==> src/rtl/npcc_pkg.sv <==
// constants and types shared by the node packet comms controller
`default_nettype none
package npcc_pkg;
  // ********************************
  // address decode
  // ********************************
  localparam logic [3:0] NPCC_BASE_BUF = 4'h2; // haddr[31:28], buffered
  localparam logic [3:0] NPCC_BASE_UNBUF = 4'h1; // haddr[31:28], unbuffered
  localparam logic [4:0] NPCC_OFF_TX_CONTROL = 5'h00;
  localparam logic [4:0] NPCC_OFF_TX_DATA = 5'h04;
  localparam logic [4:0] NPCC_OFF_TX_KEY = 5'h08;
  localparam logic [4:0] NPCC_OFF_RX_STATUS = 5'h0C;
  localparam logic [4:0] NPCC_OFF_RX_DATA = 5'h10;
  localparam logic [4:0] NPCC_OFF_RX_KEY = 5'h14;
  localparam logic [4:0] NPCC_OFF_SRC_ROUTE = 5'h18;
  localparam logic [4:0] NPCC_OFF_TEST = 5'h1C;
  // wait cycles (hreadyout low) per access
  localparam logic [1:0] NPCC_WAIT_BUF = 2'h1;
  localparam logic [1:0] NPCC_WAIT_UNBUF = 2'h2;
  // ********************************
  // register fields
  // ********************************
  localparam int NPCC_CTRL_LSB = 16; // control byte in tx_control/rx_status
  localparam int NPCC_TX_EMPTY = 31;
  localparam int NPCC_TX_FULL = 30;
  localparam int NPCC_TX_OVR = 29;
  localparam int NPCC_TX_NFULL = 28;
  localparam int NPCC_RX_RCVD = 31;
  localparam int NPCC_RX_PAR = 30;
  localparam int NPCC_RX_FRM = 29;
  localparam int NPCC_RX_OK = 28;
  localparam int NPCC_ROUTE_LSB = 24; // route in rx_status and SOURCE_ADDRESS_ROUTE
  localparam logic [2:0] NPCC_ROUTE_RST = 3'h7; // router stamps packets
  localparam logic [7:0] NPCC_CTRL_RST = 8'h00;
  // ********************************
  // control byte
  // ********************************
  localparam logic [1:0] NPCC_PT_MC = 2'h0;
  localparam logic [1:0] NPCC_PT_P2P = 2'h1;
  localparam logic [1:0] NPCC_PT_NN = 2'h2;
  localparam logic [1:0] NPCC_PT_FR = 2'h3;
  localparam int NPCC_CB_PAY = 1;
  localparam int NPCC_CB_PAR = 0;
  // transmit sequencer, one-hot
  typedef enum logic [3:0] {
    NPCC_S_IDLE = 4'h1,
    NPCC_S_CTRL = 4'h2,
    NPCC_S_KEY = 4'h4,
    NPCC_S_DATA = 4'h8
  } npcc_tx_st_t;
endpackage
`default_nettype wire

==> src/rtl/npcc_top.sv <==
// node packet comms controller: AHB-Lite registers, packet launch, receive
//
// How it works
// packets are control+key, plus optional payload word
// control bits 7:6 give packet type
// multicast: control, routing key, optional payload
// point-to-point: control, source id, destination id
// neighbour: control, address/operation, optional payload
// fixed-route: control, payload, optional extension word
// bit 0 makes whole packet odd parity
// bit 1 set when payload word carried
// time stamp is launch phase, gray sequence
// route 111: router stamps, else use tx_control
// router diverts packets two phases old
// point-to-point bits 5:4 carry sequence code
// multicast/fixed-route bits 5:4 are emergency routing
// neighbour route bits taken from control setting
// neighbour bit 5 selects normal or peek/poke
// peek is neighbour packet, aligned address, no payload
// read answer: normal packet, flagged echoed address
// poke carries payload; answer reports error status
// two bases: buffered and unbuffered write timing
// payload only when data written before key
// each key write launches exactly one packet (here a key write while the sequencer is busy launches none and sets overrun)
// destination from key 15:0, sequence 17:16
// launch replaces parity and sequence fields
// beats go control, key fields, then payload
`default_nettype none
module npcc_top
  import npcc_pkg::*;
(
  input wire logic hclk,
  input wire logic hresetn,
  input wire logic hsel,
  input wire logic [31:0] haddr,
  input wire logic [1:0] htrans,
  input wire logic hwrite,
  input wire logic [2:0] hsize,
  input wire logic [31:0] hwdata,
  input wire logic hready,
  output logic hreadyout,
  output logic hresp,
  output logic [31:0] hrdata,
  output logic pkt_valid,
  input wire logic pkt_ready,
  output logic [31:0] pkt_word,
  output logic pkt_first,
  output logic pkt_last,
  output logic [2:0] pkt_route,
  input wire logic rx_pkt_valid,
  input wire logic [7:0] rx_pkt_ctrl,
  input wire logic [31:0] rx_pkt_key,
  input wire logic [31:0] rx_pkt_data,
  input wire logic [2:0] rx_pkt_route,
  input wire logic rx_pkt_frame_err
);

  // ********************************
  // functions
  // ********************************
  // true when the whole packet has odd parity
  function automatic logic npcc_odd(input logic [7:0] c,
                                    input logic [31:0] k,
                                    input logic [31:0] d);
    npcc_odd = ^{c, k, (c[NPCC_CB_PAY] ? d : 32'h0)};
  endfunction

  // ********************************
  // bus group
  // ********************************
  logic busy_r, busy_nxt; // data phase in progress
  logic wr_r, wr_nxt; // captured hwrite
  logic map_r, map_nxt; // address hit one of the bases
  logic [4:0] off_r, off_nxt; // captured word offset
  logic [1:0] wcnt_r, wcnt_nxt; // wait cycles left
  logic hready_r, hready_nxt;
  logic hresp_r, hresp_nxt;
  logic [31:0] hrdata_r, hrdata_nxt;
  logic [7:0] tcb_r, tcb_nxt; // tx control byte from software
  logic [31:0] tdr_r, tdr_nxt; // tx payload word
  logic tdw_r, tdw_nxt; // payload written since last key write
  logic [2:0] sroute_r, sroute_nxt; // fake route for router
  logic [15:0] srcid_r, srcid_nxt; // own chip id
  logic [31:0] tst_r, tst_nxt; // test scratch word
  // one-cycle strobes to the other groups
  logic do_acc, launch, wr_tcr, wr_rsr, rd_rkr;
  // state shown by other groups
  npcc_tx_st_t st_r, st_nxt;
  logic full_r, full_nxt, ovr_r, ovr_nxt;
  logic rcv_r, rcv_nxt, perr_r, perr_nxt, ferr_r, ferr_nxt, ok_r, ok_nxt;
  logic [2:0] rroute_r, rroute_nxt;
  logic [7:0] rcb_r, rcb_nxt;
  logic [3:0] rtype_r, rtype_nxt; // F N P M
  logic [31:0] rdr_r, rdr_nxt, rkr_r, rkr_nxt;

  // address phase, wait count, register writes and read mux
  always_comb begin
    logic [3:0] base;
    logic idle;
    base = haddr[31:28];
    idle = (st_r == NPCC_S_IDLE);
    busy_nxt = busy_r;
    wr_nxt = wr_r;
    map_nxt = map_r;
    off_nxt = off_r;
    wcnt_nxt = wcnt_r;
    hready_nxt = hready_r;
    hresp_nxt = 1'b0; // always OKAY
    hrdata_nxt = hrdata_r;
    tcb_nxt = tcb_r;
    tdr_nxt = tdr_r;
    tdw_nxt = tdw_r;
    sroute_nxt = sroute_r;
    srcid_nxt = srcid_r;
    tst_nxt = tst_r;
    do_acc = 1'b0;
    launch = 1'b0;
    wr_tcr = 1'b0;
    wr_rsr = 1'b0;
    rd_rkr = 1'b0;
    if (hsel && htrans[1] && hready && !busy_r) begin
      // new transfer: always at least one wait so hrdata is a flop
      busy_nxt = 1'b1;
      wr_nxt = hwrite;
      off_nxt = {haddr[4:2], 2'b00};
      map_nxt = (base == NPCC_BASE_BUF) || (base == NPCC_BASE_UNBUF);
      hready_nxt = 1'b0;
      // unbuffered writes stall one extra cycle
      wcnt_nxt = (hwrite && base == NPCC_BASE_UNBUF) ?
                 NPCC_WAIT_UNBUF : NPCC_WAIT_BUF;
    end else if (busy_r) begin
      if (wcnt_r == 2'h1) begin
        do_acc = 1'b1;
        busy_nxt = 1'b0;
        hready_nxt = 1'b1;
      end else begin
        wcnt_nxt = wcnt_r - 2'h1;
      end
    end
    if (do_acc && wr_r && map_r) begin
      case (off_r)
        NPCC_OFF_TX_CONTROL: begin
          tcb_nxt = hwdata[NPCC_CTRL_LSB +: 8];
          wr_tcr = 1'b1;
        end
        NPCC_OFF_TX_DATA: begin
          tdr_nxt = hwdata;
          tdw_nxt = 1'b1;
        end
        NPCC_OFF_TX_KEY: begin
          launch = 1'b1;
          tdw_nxt = 1'b0; // payload consumed by this key write
        end
        NPCC_OFF_RX_STATUS: wr_rsr = 1'b1;
        NPCC_OFF_SRC_ROUTE: begin
          sroute_nxt = hwdata[NPCC_ROUTE_LSB +: 3];
          srcid_nxt = hwdata[15:0];
        end
        NPCC_OFF_TEST: tst_nxt = hwdata;
        default: ; // read-only words (rx data and rx key) ignore writes
      endcase
    end
    if (do_acc && !wr_r) begin
      hrdata_nxt = 32'h0; // unmapped and write-only words read zero
      if (map_r) begin
        case (off_r)
          NPCC_OFF_TX_CONTROL: begin
            hrdata_nxt[NPCC_TX_EMPTY] = idle;
            hrdata_nxt[NPCC_TX_FULL] = full_r;
            hrdata_nxt[NPCC_TX_OVR] = ovr_r;
            hrdata_nxt[NPCC_TX_NFULL] = idle;
            hrdata_nxt[NPCC_CTRL_LSB +: 8] = tcb_r;
          end
          NPCC_OFF_RX_STATUS: begin
            hrdata_nxt[NPCC_RX_RCVD] = rcv_r;
            hrdata_nxt[NPCC_RX_PAR] = perr_r;
            hrdata_nxt[NPCC_RX_FRM] = ferr_r;
            hrdata_nxt[NPCC_RX_OK] = ok_r;
            hrdata_nxt[NPCC_ROUTE_LSB +: 3] = rroute_r;
            hrdata_nxt[NPCC_CTRL_LSB +: 8] = rcb_r;
            hrdata_nxt[3:0] = rtype_r;
          end
          NPCC_OFF_RX_DATA: hrdata_nxt = rdr_r;
          NPCC_OFF_RX_KEY: begin
            hrdata_nxt = rkr_r;
            rd_rkr = 1'b1; // read-sensitive
          end
          NPCC_OFF_SRC_ROUTE: begin
            hrdata_nxt[NPCC_ROUTE_LSB +: 3] = sroute_r;
            hrdata_nxt[15:0] = srcid_r;
          end
          NPCC_OFF_TEST: hrdata_nxt = tst_r;
          default: hrdata_nxt = 32'h0;
        endcase
      end
    end
  end

  // bus group registers
  always_ff @(posedge hclk or negedge hresetn) begin
    if (!hresetn) begin
      busy_r <= 1'b0;
      wr_r <= 1'b0;
      map_r <= 1'b0;
      off_r <= 5'h00;
      wcnt_r <= 2'h0;
      hready_r <= 1'b1;
      hresp_r <= 1'b0;
      hrdata_r <= 32'h0;
      tcb_r <= NPCC_CTRL_RST;
      tdr_r <= 32'h0;
      tdw_r <= 1'b0;
      sroute_r <= NPCC_ROUTE_RST;
      srcid_r <= 16'h0;
      tst_r <= 32'h0;
    end else begin
      busy_r <= busy_nxt;
      wr_r <= wr_nxt;
      map_r <= map_nxt;
      off_r <= off_nxt;
      wcnt_r <= wcnt_nxt;
      hready_r <= hready_nxt;
      hresp_r <= hresp_nxt;
      hrdata_r <= hrdata_nxt;
      tcb_r <= tcb_nxt;
      tdr_r <= tdr_nxt;
      tdw_r <= tdw_nxt;
      sroute_r <= sroute_nxt;
      srcid_r <= srcid_nxt;
      tst_r <= tst_nxt;
    end
  end

  // ********************************
  // transmit group
  // ********************************
  logic [7:0] cq_r, cq_nxt; // launched control byte
  logic [31:0] kq_r, kq_nxt; // key / id / first payload beat
  logic [31:0] pq_r, pq_nxt; // optional payload beat
  logic pv_r, pv_nxt, pf_r, pf_nxt, pl_r, pl_nxt;
  logic [31:0] pw_r, pw_nxt;
  logic [2:0] prt_r, prt_nxt;

  // single packet buffer: a key write while busy is lost as overrun
  always_comb begin
    logic [7:0] c;
    logic [31:0] k;
    st_nxt = st_r;
    cq_nxt = cq_r;
    kq_nxt = kq_r;
    pq_nxt = pq_r;
    full_nxt = full_r;
    ovr_nxt = ovr_r;
    pv_nxt = pv_r;
    pf_nxt = pf_r;
    pl_nxt = pl_r;
    pw_nxt = pw_r;
    prt_nxt = sroute_r; // router sees sroute_r; at its reset value 111 the router stamps itself
    // sticky flags cleared by writing zero; a set below wins
    if (wr_tcr && !hwdata[NPCC_TX_FULL]) full_nxt = 1'b0;
    if (wr_tcr && !hwdata[NPCC_TX_OVR]) ovr_nxt = 1'b0;
    // stamp, route, subtype and emergency bits pass as written
    c = tcb_r;
    c[NPCC_CB_PAY] = tdw_r;
    k = hwdata;
    if (tcb_r[7:6] == NPCC_PT_P2P) begin
      c[5:4] = hwdata[17:16];
      k = {srcid_r, hwdata[15:0]};
    end
    c[NPCC_CB_PAR] = 1'b0;
    c[NPCC_CB_PAR] = ~npcc_odd(c, k, tdr_r);
    case (st_r)
      NPCC_S_IDLE: begin
        if (launch) begin
          cq_nxt = c;
          kq_nxt = k;
          pq_nxt = tdr_r;
          full_nxt = 1'b1;
          st_nxt = NPCC_S_CTRL;
          pv_nxt = 1'b1;
          pf_nxt = 1'b1;
          pl_nxt = 1'b0;
          pw_nxt = {24'h0, c};
        end
      end
      NPCC_S_CTRL: begin
        if (launch) ovr_nxt = 1'b1;
        if (pkt_ready) begin
          st_nxt = NPCC_S_KEY;
          pf_nxt = 1'b0;
          pw_nxt = kq_r;
          pl_nxt = !cq_r[NPCC_CB_PAY];
        end
      end
      NPCC_S_KEY: begin
        if (launch) ovr_nxt = 1'b1;
        if (pkt_ready) begin
          if (cq_r[NPCC_CB_PAY]) begin
            st_nxt = NPCC_S_DATA;
            pw_nxt = pq_r;
            pl_nxt = 1'b1;
          end else begin
            st_nxt = NPCC_S_IDLE;
            pv_nxt = 1'b0;
            pl_nxt = 1'b0;
          end
        end
      end
      NPCC_S_DATA: begin
        if (launch) ovr_nxt = 1'b1;
        if (pkt_ready) begin
          st_nxt = NPCC_S_IDLE;
          pv_nxt = 1'b0;
          pl_nxt = 1'b0;
        end
      end
      default: begin
        st_nxt = NPCC_S_IDLE;
        pv_nxt = 1'b0;
      end
    endcase
  end

  // transmit group registers
  always_ff @(posedge hclk or negedge hresetn) begin
    if (!hresetn) begin
      st_r <= NPCC_S_IDLE;
      cq_r <= 8'h00;
      kq_r <= 32'h0;
      pq_r <= 32'h0;
      full_r <= 1'b0;
      ovr_r <= 1'b0;
      pv_r <= 1'b0;
      pf_r <= 1'b0;
      pl_r <= 1'b0;
      pw_r <= 32'h0;
      prt_r <= NPCC_ROUTE_RST;
    end else begin
      st_r <= st_nxt;
      cq_r <= cq_nxt;
      kq_r <= kq_nxt;
      pq_r <= pq_nxt;
      full_r <= full_nxt;
      ovr_r <= ovr_nxt;
      pv_r <= pv_nxt;
      pf_r <= pf_nxt;
      pl_r <= pl_nxt;
      pw_r <= pw_nxt;
      prt_r <= prt_nxt;
    end
  end

  // ********************************
  // receive group
  // ********************************
  // latch each arriving packet; peek/poke answers land here as NN
  always_comb begin
    logic good;
    good = npcc_odd(rx_pkt_ctrl, rx_pkt_key, rx_pkt_data);
    rcv_nxt = rcv_r;
    perr_nxt = perr_r;
    ferr_nxt = ferr_r;
    ok_nxt = ok_r;
    rroute_nxt = rroute_r;
    rcb_nxt = rcb_r;
    rtype_nxt = rtype_r;
    rdr_nxt = rdr_r;
    rkr_nxt = rkr_r;
    if (rd_rkr) rcv_nxt = 1'b0;
    if (wr_rsr && !hwdata[NPCC_RX_PAR]) perr_nxt = 1'b0;
    if (wr_rsr && !hwdata[NPCC_RX_FRM]) ferr_nxt = 1'b0;
    if (rx_pkt_valid) begin
      // arrival after the clears so a same-cycle event is kept
      rcv_nxt = 1'b1;
      if (!good) perr_nxt = 1'b1;
      if (rx_pkt_frame_err) ferr_nxt = 1'b1;
      ok_nxt = good && !rx_pkt_frame_err;
      rroute_nxt = rx_pkt_route;
      rcb_nxt = rx_pkt_ctrl;
      rtype_nxt = 4'h0;
      if (good && !rx_pkt_frame_err) begin
        rtype_nxt[rx_pkt_ctrl[7:6]] = 1'b1;
      end
      rkr_nxt = rx_pkt_key;
      if (rx_pkt_ctrl[NPCC_CB_PAY]) rdr_nxt = rx_pkt_data;
    end
  end

  // receive group registers
  always_ff @(posedge hclk or negedge hresetn) begin
    if (!hresetn) begin
      rcv_r <= 1'b0;
      perr_r <= 1'b0;
      ferr_r <= 1'b0;
      ok_r <= 1'b0;
      rroute_r <= 3'h0;
      rcb_r <= 8'h00;
      rtype_r <= 4'h0;
      rdr_r <= 32'h0;
      rkr_r <= 32'h0;
    end else begin
      rcv_r <= rcv_nxt;
      perr_r <= perr_nxt;
      ferr_r <= ferr_nxt;
      ok_r <= ok_nxt;
      rroute_r <= rroute_nxt;
      rcb_r <= rcb_nxt;
      rtype_r <= rtype_nxt;
      rdr_r <= rdr_nxt;
      rkr_r <= rkr_nxt;
    end
  end

  // ports straight from flops
  assign hreadyout = hready_r;
  assign hresp = hresp_r;
  assign hrdata = hrdata_r;
  assign pkt_valid = pv_r;
  assign pkt_word = pw_r;
  assign pkt_first = pf_r;
  assign pkt_last = pl_r;
  assign pkt_route = prt_r;

  logic go;
  assign go = launch && (st_r == NPCC_S_IDLE);
endmodule // npcc_top
`default_nettype wire

==> config.mk <==
export PLATFORM = sky130hd
export DESIGN_NAME = npcc_top
export DESIGN_NICKNAME = d
export VERILOG_FILES = /design/src/rtl/npcc_pkg.sv /design/src/rtl/npcc_top.sv
export SDC_FILE = /design/constraint.sdc
export NUM_CORES = 1
export LEC_CHECK = 0
export BUFFER_PORTS_ARGS = -buffer_cell sky130_fd_sc_hd__clkbuf_2
export CORE_UTILIZATION = 35
export DETAILED_ROUTE_END_ITERATION = 10
export PLACE_DENSITY = 0.58
export SETUP_SLACK_MARGIN = 0.3
export SLEW_MARGIN = 20
export SYNTH_ARGS = -nofsm -noshare
export SYNTH_HDL_FRONTEND = slang
export SYNTH_SLANG_ARGS = --single-unit
export TNS_END_PERCENT = 5
==> constraint.sdc <==
create_clock -name hclk -period 3.65 [get_ports hclk]
set_input_delay 0.73 -clock hclk [delete_from_list [all_inputs] [get_ports hclk]]
set_output_delay 0.73 -clock hclk [all_outputs]
set_load 0.1 [all_outputs]
* Yosys cells after proc, flatten, opt, wreduce, memory -nomap -nowiden
Index checks and enable logic that the tools add are counted. Widths: inputs -> output; s select.
Cells by class: $add $sub $neg 1, order comparisons 2, eq/ne operators 22, muxes and demuxes 73, bitwise gates (word level) 2, reductions and logical operators 45
Operators with widths (count):
- $mux 32 | 8
- $reduce_xor 72->1 | 2
- $pmux 32 s3 | 1
- $pmux 12 s4 | 1
- $mux 1 | 41
- $pmux 4 s5 | 2
- $pmux 8 s5 | 1
- $mux 4 | 6
- $reduce_and 2->1 | 9
- $pmux 4 s4 | 1
- $pmux 3 s5 | 1
- $reduce_and 5->1 | 3
- $ne 2x2->1 const B | 7
- $logic_and 1x1->1 | 13
- $eq 3x3->1 const B | 4
- $mux 2 | 5
- $reduce_bool 2->1 | 5
- $eq 4x1->1 const B | 2
- $eq 4x2->1 const B | 2
- $pmux 1 s4 | 2
- $eq 3x2->1 const B | 2
- $logic_not 1->1 | 6
- $logic_not 5->1 | 1
- $eq 2x1->1 const B | 2
- other kinds (16) | 18
Storage, ports and cells: bits in registers 326, input port bits 152, output and inout port bits 72

* Logic depth before layout (Yosys ltp)
Gate-level depths: netlist (run 1).
word-level depth 11, mapped depth 11, gate-level depth less buffers 9

* Worst setup path before layout (run 1)
Ideal clock, no wire load.
path kind input to register, start input port rx_pkt_ctrl[6], end register ok_r, arrival 2684 ps, data required time 3524 ps, path slack 840 ps, stages 10, buffers on the path 1, cells stage by stage inv_1 -> ha_1 -> xnor2_1 -> xnor2_1 -> xnor2_1 -> xnor3_1 -> xnor2_1 -> buf_2 -> a2111oi_0 -> a221o_1
On the way: cells in the longest elaborated chain, start to end 2
Ends and longest elaborated chain:
- start, declared | line npcc_top.sv:51 | input wire logic [7:0] rx_pkt_ctrl,
- $reduce_xor 72->1 | line npcc_top.sv:65 | npcc_odd = ^{c, k, (c[NPCC_CB_PAY] ? d : 32'h0)};
- $logic_and 1x1->1 | line npcc_top.sv:377 | ok_nxt = good && !rx_pkt_frame_err;
- end signal, assigned | line npcc_top.sv:405 | ok_r <= ok_nxt;
- end, declared | line npcc_top.sv:90 | logic rcv_r, rcv_nxt, perr_r, perr_nxt, ferr_r, ferr_nxt, ok_r, ok_nxt;
No other way between the ends. A chain may end at the register's enable or synchronous reset.

* Worst setup path after layout (run 1)
start register wcnt_r[1], end register pw_r[0], in the netlist pkt_word[0]
On the way: cells in the longest elaborated chain, start to end 9
Ends and longest elaborated chain:
- start, declared | line npcc_top.sv:75 | logic [1:0] wcnt_r, wcnt_nxt;
- start signal, assigned | line npcc_top.sv:221 | wcnt_r <= wcnt_nxt;
- $eq 2x1->1 | line npcc_top.sv:132 | if (wcnt_r == 2'h1) begin
- $mux 1 | line npcc_top.sv:132
- $mux 1 | line npcc_top.sv:131 | end else if (busy_r) begin
- $mux 1 | line npcc_top.sv:121 | if (hsel && htrans[1] && hready && !busy_r) begin
- $logic_and 1x1->1 (2 in a row) | line npcc_top.sv:140 | if (do_acc && wr_r && map_r) begin
- $mux 1 | line npcc_top.sv:140
- $ne 2x2->1 (no line)
- $reduce_and 5->1 (no line)
- end signal, assigned | line npcc_top.sv:348 | pw_r <= pw_nxt;
- end, declared | line npcc_top.sv:241 | logic [31:0] pw_r, pw_nxt;
No other way between the ends.

==> flow_summary.ini, run 1 <==
[run_status]
status = finished, final reports clean

[pwr]
cellLeakagePower_nw = 8.198
powerDensity_nw_per_um2 = 653.6
p_total_mw = 11.95
ir_drop_mv = 0.3093

[floorplan]
die_h_um = 211.1
fp.dieW_um = 211.1
fp-row-count = 76
ioPinCount = 224
die_area_um2 = 44560
start_util_pct = 35.52
core-area_um2 = 43080

[synthesis]
synth_flop_cell = dfrtp_1
synth_cell_types = 59
synth_edf_count = 0
async_flop_share_pct = 100.0
ys_warn_count = 0
synth.cell_area_um2 = 15300
yosysSeqAreaShare_pct = 53.21
syn_avg_cell_area_um2 = 12.38
synth_fp_nets = 1394
synthCells = 1236
ys_ff_latch = 325

[place]
port_buffers = 193
dpl.cell_count = 1967
placed_area_um2 = 17020
place_congestion = 0.7989
dp_hpwl_mm = 30.78

[timing]
fin_crit_sh_pct = 82.80
slew_violations = 0
holdWs_ps = 199.8
worstMarginPinSlew_ps = 955.4
rsz0062_at_grt = false
report.final.hold_viol_count = 0
setup_viol = 0
skew_ps = 12.57
finalCriticalPeriod_ps = 3022
tns_ps = 0
fmax_mhz = 330.9
slew_headroom_pct = 36.15

[routing]
via_per_inst = 5.078
drc = 0
firstDrtPassIters = 5
drtIter0Drc = 678
drt-wirelength-per-cell_um = 20.92
ant_nets = 0
totalWireLength_mm = 42.62
dr_total_vias = 10340

[setup_path]
startpoint_type = flip-flop
r2r_start = wcnt_r[1]$_DFFE_PN0P_
crit_type = reg2reg
rrSetupSlack_ps = 630
cp_max_fo = 39
r2r_cells = 9
worstPathArrival_ps = 3460
reg2reg_to = pkt_word[0]$_DFFE_PN0P_
crit_required_ps = 4090
crit_path_end_kind = flip-flop

[finish]
final_nets = 1580
fillers = 4085
area_delta_synth_final_pct = 19.44
layoutNonFillerInstCount = 2037
insertedDiodeCount = 0
post-route-cell-area_um2 = 18280
drive_above_1_share_pct = 37.26

[global_route]
grt_max_degree = 77
grt_pass1_vias = 10510
grt_pass1_wl_mm = 65.12
track_usage_pct = 19.35
grt_remaining_overflow = 0
grt_antenna_before_repair = 7

[flow_run]
drv_cap = 0

[clock_network]
cts_root_buffer = clkbuf_16
clock_sinks = 325
clock_latency_ps = 530
cts_made_buffers = 38
clkTransAtPathRegs_ps = 60
htreeDepth = 2
cts_setup_buffers = 0
cts_tree = done
ctsHoldBuffers = 0
cts_resized = 0
clk_path_buf_depth = 3

[worst_hold_path]
hold_path_class = in2async
## how the worst max path moves through the flow
stage | startpoint | to | slack (ps)
after floorplan | rx_pkt_ctrl[6] | ok_r$_DFFE_PN0P_ | 840
after global routing | wcnt_r[1]$_DFFE_PN0P_ | pkt_word[0]$_DFFE_PN0P_ | 480
final | wcnt_r[1]$_DFFE_PN0P_ | pkt_word[0]$_DFFE_PN0P_ | 630
after detailed placement | rx_pkt_ctrl[6] | ok_r$_DFFE_PN0P_ | 560
after CTS | wcnt_r[1]$_DFFE_PN0P_ | pkt_word[0]$_DFFE_PN0P_ | 650
after global placement | rx_pkt_ctrl[6] | ok_r$_DFFE_PN0P_ | 600
## cells in the final DEF, fill, tap and decap left out, types with 23 or more instances in the layout
| cell type | n |
|---|---|
| mux2_2 | 223 |
| clkbuf_2 | 192 |
| a22oi_1 | 43 |
| clkbuf_16 | 41 |
| nand2_1 | 71 |
| o21ai_0 | 37 |
| a21oi_1 | 75 |
| mux2i_1 | 42 |
| xor2_1 | 23 |
| xnor2_1 | 121 |
| buf_4 | 23 |
| dfrtp_1 | 314 |
| nor2_1 | 59 |
## synth_stat cells, types with 7 or more instances
master    instances  share of area [%]
a21oi_1          75                2.5
a222oi_1          7               0.46
a22o_1           21                1.2
a22oi_1          43                2.1
buf_1            18               0.44
buf_2            15               0.49
clkbuf_1         42                1.0
dfrtp_1         317                 52
dfstp_2           8                1.4
inv_1            11               0.27
mux2_2          223                 16
mux2i_1          42                2.7
mux4_2           12                1.8
nand2_1          71                1.7
nor2_1           63                1.5
o21ai_0          37                1.2
xnor2_1         121                6.9
xor2_1           23                1.3
## worst max-delay path: stages, from the launching register on
cell       delay (ps)
dfrtp_1           380
inv_1              50
ha_1              170
and3_1            270
nand3b_1          270
or2_0             560
a2111oi_4         530
buf_4             420
o22ai_1           120
nor3_1            150
## per-stage QoR
step / worst slack [ps] / utilization [%]
global route: 477.1 / 42.43
floorplan: 839.9 / -
global placement: 596.7 / 39.51
CTS: 654.0 / 42.43
finish: 627.8 / 42.43
detailed placement: 563.2 / 39.51
## routing by layer
metal / vias to the layer above / track usage (%) / share of wire [%] / wire [um]
met4: 10 / 4.773 / 1.8 / 746
li1: 4765 / - / - / -
met2: 258 / 30.56 / 46 / 19610
met5: - / 0 / 0.13 / 57
met1: 5247 / 27.39 / 47 / 19980
met3: 63 / 3.524 / 5.2 / 2227
## where the power goes
part	internal [mW]	switching [mW]	total, mW	leakage, nW
Clock	2.25	1.51	3.76	0.625
Sequential	4.02	0.332	4.35	4.09
Combinational	1.32	2.51	3.83	3.48
## cell type report
cell class / count / area [um^2] / area share [%]
multi-input cells: 822 / 6823 / 37.33
flip-flops and latches: 325 / 8147 / 44.57
inverters: 13 / 48.80 / 0.2670
clock buffers: 58 / 1190 / 6.510
well taps: 585 / 732.0 / 4.005
clock inverters: 12 / 68.82 / 0.3765
repair buffers: 222 / 1269 / 6.941
## cell families (layout without fill, tap and decap cells)
| logic type | count (synthesis) | in the layout | share of synthesized area (%) |
|---|---|---|---|
| xor+xnor | 147 | 147 | 8.684 |
| mux | 277 | 277 | 20.92 |
| other cells | 1 | 1 | 0.02451 |
| flops | 325 | 325 | 53.21 |
| simple gates | 179 | 179 | 5.241 |
| fa+ha+maj | 6 | 6 | 0.4906 |
| buf+inv | 89 | 305 | 2.330 |
| compound gates | 212 | 212 | 9.092 |
## registers in the layout (all words and copies together), names as in the netlist, 4 cells and up
name	count
rcb_r	8
tcb_r	8
rtype_r	4
rkr_r	32
tst_r	32
hrdata	32
pq_r	32
srcid_r	16
pkt_word	32
st_r	4
tdr_r	32
rdr_r	32
kq_r	32
Note: power is estimated with default switching activity, not from simulation.
==> inputs of run 2 (changes only) <==
--- a/config.mk
+++ b/config.mk
@@ -8,7 +8,7 @@
 export BUFFER_PORTS_ARGS = -buffer_cell sky130_fd_sc_hd__clkbuf_2
 export CORE_UTILIZATION = 35
 export DETAILED_ROUTE_END_ITERATION = 10
-export PLACE_DENSITY = 0.58
+export PLACE_DENSITY = 0.6
 export SETUP_SLACK_MARGIN = 0.3
 export SLEW_MARGIN = 20
 export SYNTH_ARGS = -nofsm -noshare
==> constraint.sdc (replaced) <==
create_clock -name hclk -period 2.5 [get_ports hclk]
set_input_delay 0.5 -clock hclk [delete_from_list [all_inputs] [get_ports hclk]]
set_output_delay 0.5 -clock hclk [all_outputs]
set_load 0.1 [all_outputs]
==> run 2 against run 1 <==
Compared with the run above: die area stayed put; combinational power grew 60%; sequential share of layout area is 1.7 points lower; wire length grew 2.9%; setup slack lost 440 ps; global-route usage rose by 0.53 points; sequential cell count is the same; maximum frequency rose by 30%; final area is 4.0% higher.
==> flow_summary.ini, run 2 (same netlist as run 1, synthesis figures left out) <==
[pwr]
powerDensity_nw_per_um2 = 945.3
power_frac_comb_pct = 34.2
switching_share_pct = 36.18
cellLeakagePower_nw = 8.573
pwr-share-clk_pct = 30.8
power.switching_mw = 6.501
ir_drop_mv = 0.5828
internal_power_mw = 11.47
power_frac_seq_pct = 35.0

[setup_path]
path_buf_inv = 2
crit_family = XOR/XNOR gates
cp_max_fo = 10
cpMaxStageDelayCell = xnor3_1
crit_path_end_kind = flip-flop
startpoint_type = flip-flop
max_stage_delay_ps = 420
r2r_start = tcb_r[7]$_DFFE_PN0N_
rrSetupSlack_ps = 180
crit_required_ps = 2920
setup.worst_path.end = pkt_word[0]$_DFFE_PN0P_
worstPathArrival_ps = 2730
path_depth = 9
cp_common_cell = xnor2_1
crit_type = reg2reg
reg2reg_to = pkt_word[0]$_DFFE_PN0P_
cp-startpoint = tcb_r[7]$_DFFE_PN0N_
r2r_cells = 9
worstPathCellList = inv_1, ha_1, buf_12, mux2i_1, xnor2_1, xnor2_1, xnor3_1, a211oi_1, nor3_1

[clock_network]
htreeDepth = 2
clock_latency_ps = 540
clock_sinks = 325
clkTransAtPathRegs_ps = 60
clk_path_buf_depth = 3
cts_made_buffers = 38
cts_tree = done
cts_root_buffer = clkbuf_16

[floorplan]
start_util_pct = 35.52
die_area_um2 = 44560
core-area_um2 = 43080
fp-row-count = 76
ioPinCount = 224
fp.dieW_um = 211.1
die_h_um = 211.1

[global_route]
grt_pass1_vias = 10730
grt_pass1_wl_mm = 66.92
track_usage_pct = 19.88
grt_antenna_before_repair = 9
grt_remaining_overflow = 0
grt_max_degree = 61

[timing]
worstMarginPinSlew_ps = 780.9
rsz0062_at_grt = true
finalCriticalPeriod_ps = 2317
fmax_mhz = 431.6
slew_violations = 0
slew_headroom_pct = 47.94
tns_ps = 0
report.final.hold_viol_count = 0
fin_crit_sh_pct = 92.67
skew_ps = 27.16
setup_viol = 0

[routing]
via_per_inst = 5.054
drt-wirelength-per-cell_um = 20.85
totalWireLength_mm = 43.86
drc = 0
dr_total_vias = 10630
ant_nets = 0
firstDrtPassIters = 5
drtIter0Drc = 813

[place]
dpl.cell_count = 2031
port_buffers = 193
place_congestion = 0.8261
dp_hpwl_mm = 32.47
placed_area_um2 = 17670

[finish]
final_common_cell = dfrtp_1
multi_input_area_um2 = 6905
fillers = 4030
mostFrequentLayoutCells = 314 x dfrtp_1, 222 x mux2_2, 192 x clkbuf_2
insertedDiodeCount = 0
post-route-cell-area_um2 = 19010
regArea_um2 = 8147
drive_above_1_share_pct = 40.75
final_nets = 1649
layoutNonFillerInstCount = 2104
area_delta_synth_final_pct = 24.24
final_util_pct = 44.13

[worst_hold_path]
hold_path_class = in2reg

[flow_run]
drv_cap = 0

[run_status]
status = finished, final reports clean
==> run 2: worst reg2reg max path: cells and delay by family, from the launching register on <==
family,cells,cell delay [ps]
AOI/OAI and AO/OA,1,240
DFF,1,390
and+or+nand+nor,1,90
adders and majority gates,1,190
buffers and inverters,2,240
muxes,1,220
xor gates and xnor gates,3,820
==> run 2: worst min path at each step <==
stage / start / end / slack, ps / cells past startpoint
finish: haddr[31] / map_r$_DFFE_PN0P_ / 200 / 2
global route: haddr[31] / map_r$_DFFE_PN0P_ / 190 / 2
CTS: haddr[30] / map_r$_DFFE_PN0P_ / 180 / 2
detailed placement: prt_nxt[1]$_DFFE_PN1P_ / pkt_route[1]$_DFF_PN1_ / 370 / 0
global placement: prt_nxt[0]$_DFFE_PN1P_ / pkt_route[0]$_DFF_PN1_ / 370 / 0
floorplan: hresetn / busy_r$_DFF_PN0_ / 200 / 0
==> run 2: power by group through the flow <==
| stage | combinational, mW | sequential, mW | clock (mW) |
|---|---|---|---|
| finish | 6.14 | 6.29 | 5.54 |
| floorplan | 3.03 | 7.72 | 0 |
| global placement | 6.06 | 6.36 | 0 |
| detailed placement | 6.12 | 6.38 | 0 |
| global route | 6.51 | 6.36 | 5.92 |
| CTS | 6.15 | 6.30 | 5.67 |
==> run 2: per-stage QoR <==
stage	setup WS (ps)	power, mW	hold WS [ps]
detailed placement	-227.1	12.50	372.1
CTS	113.9	18.12	178.1
global route	37.28	18.79	189.0
floorplan	193.9	10.75	204.4
finish	183.3	17.97	196.9
global placement	-192.9	12.42	366.8
==> run 2: routing by layer <==
layer,vias up,track usage (%),share of wire (%)
met5,-,0,0.16
met4,12,4.798,2.0
met3,73,3.657,5.1
met2,269,31.28,46
met1,5380,28.26,47
li1,4900,-,-
==> run 2: area by class of cell <==
| class | instances | share of cell area (%) |
|---|---|---|
| clock buffer | 57 | 5.956 |
| timing repair buffer | 291 | 10.11 |
| sequential | 325 | 42.85 |
| multi-input combinational | 822 | 36.32 |
| tap | 585 | 3.850 |
| inverter | 13 | 0.2567 |
| clock inverter | 11 | 0.6516 |
==> run 2: timing repair <==
item,in CTS,in global routing
setup endpoints to repair,88,127
resized for setup,6,8
setup buffers,4,0
hold endpoints to repair,52,0
hold buffers,1,0
pin swaps,6,8
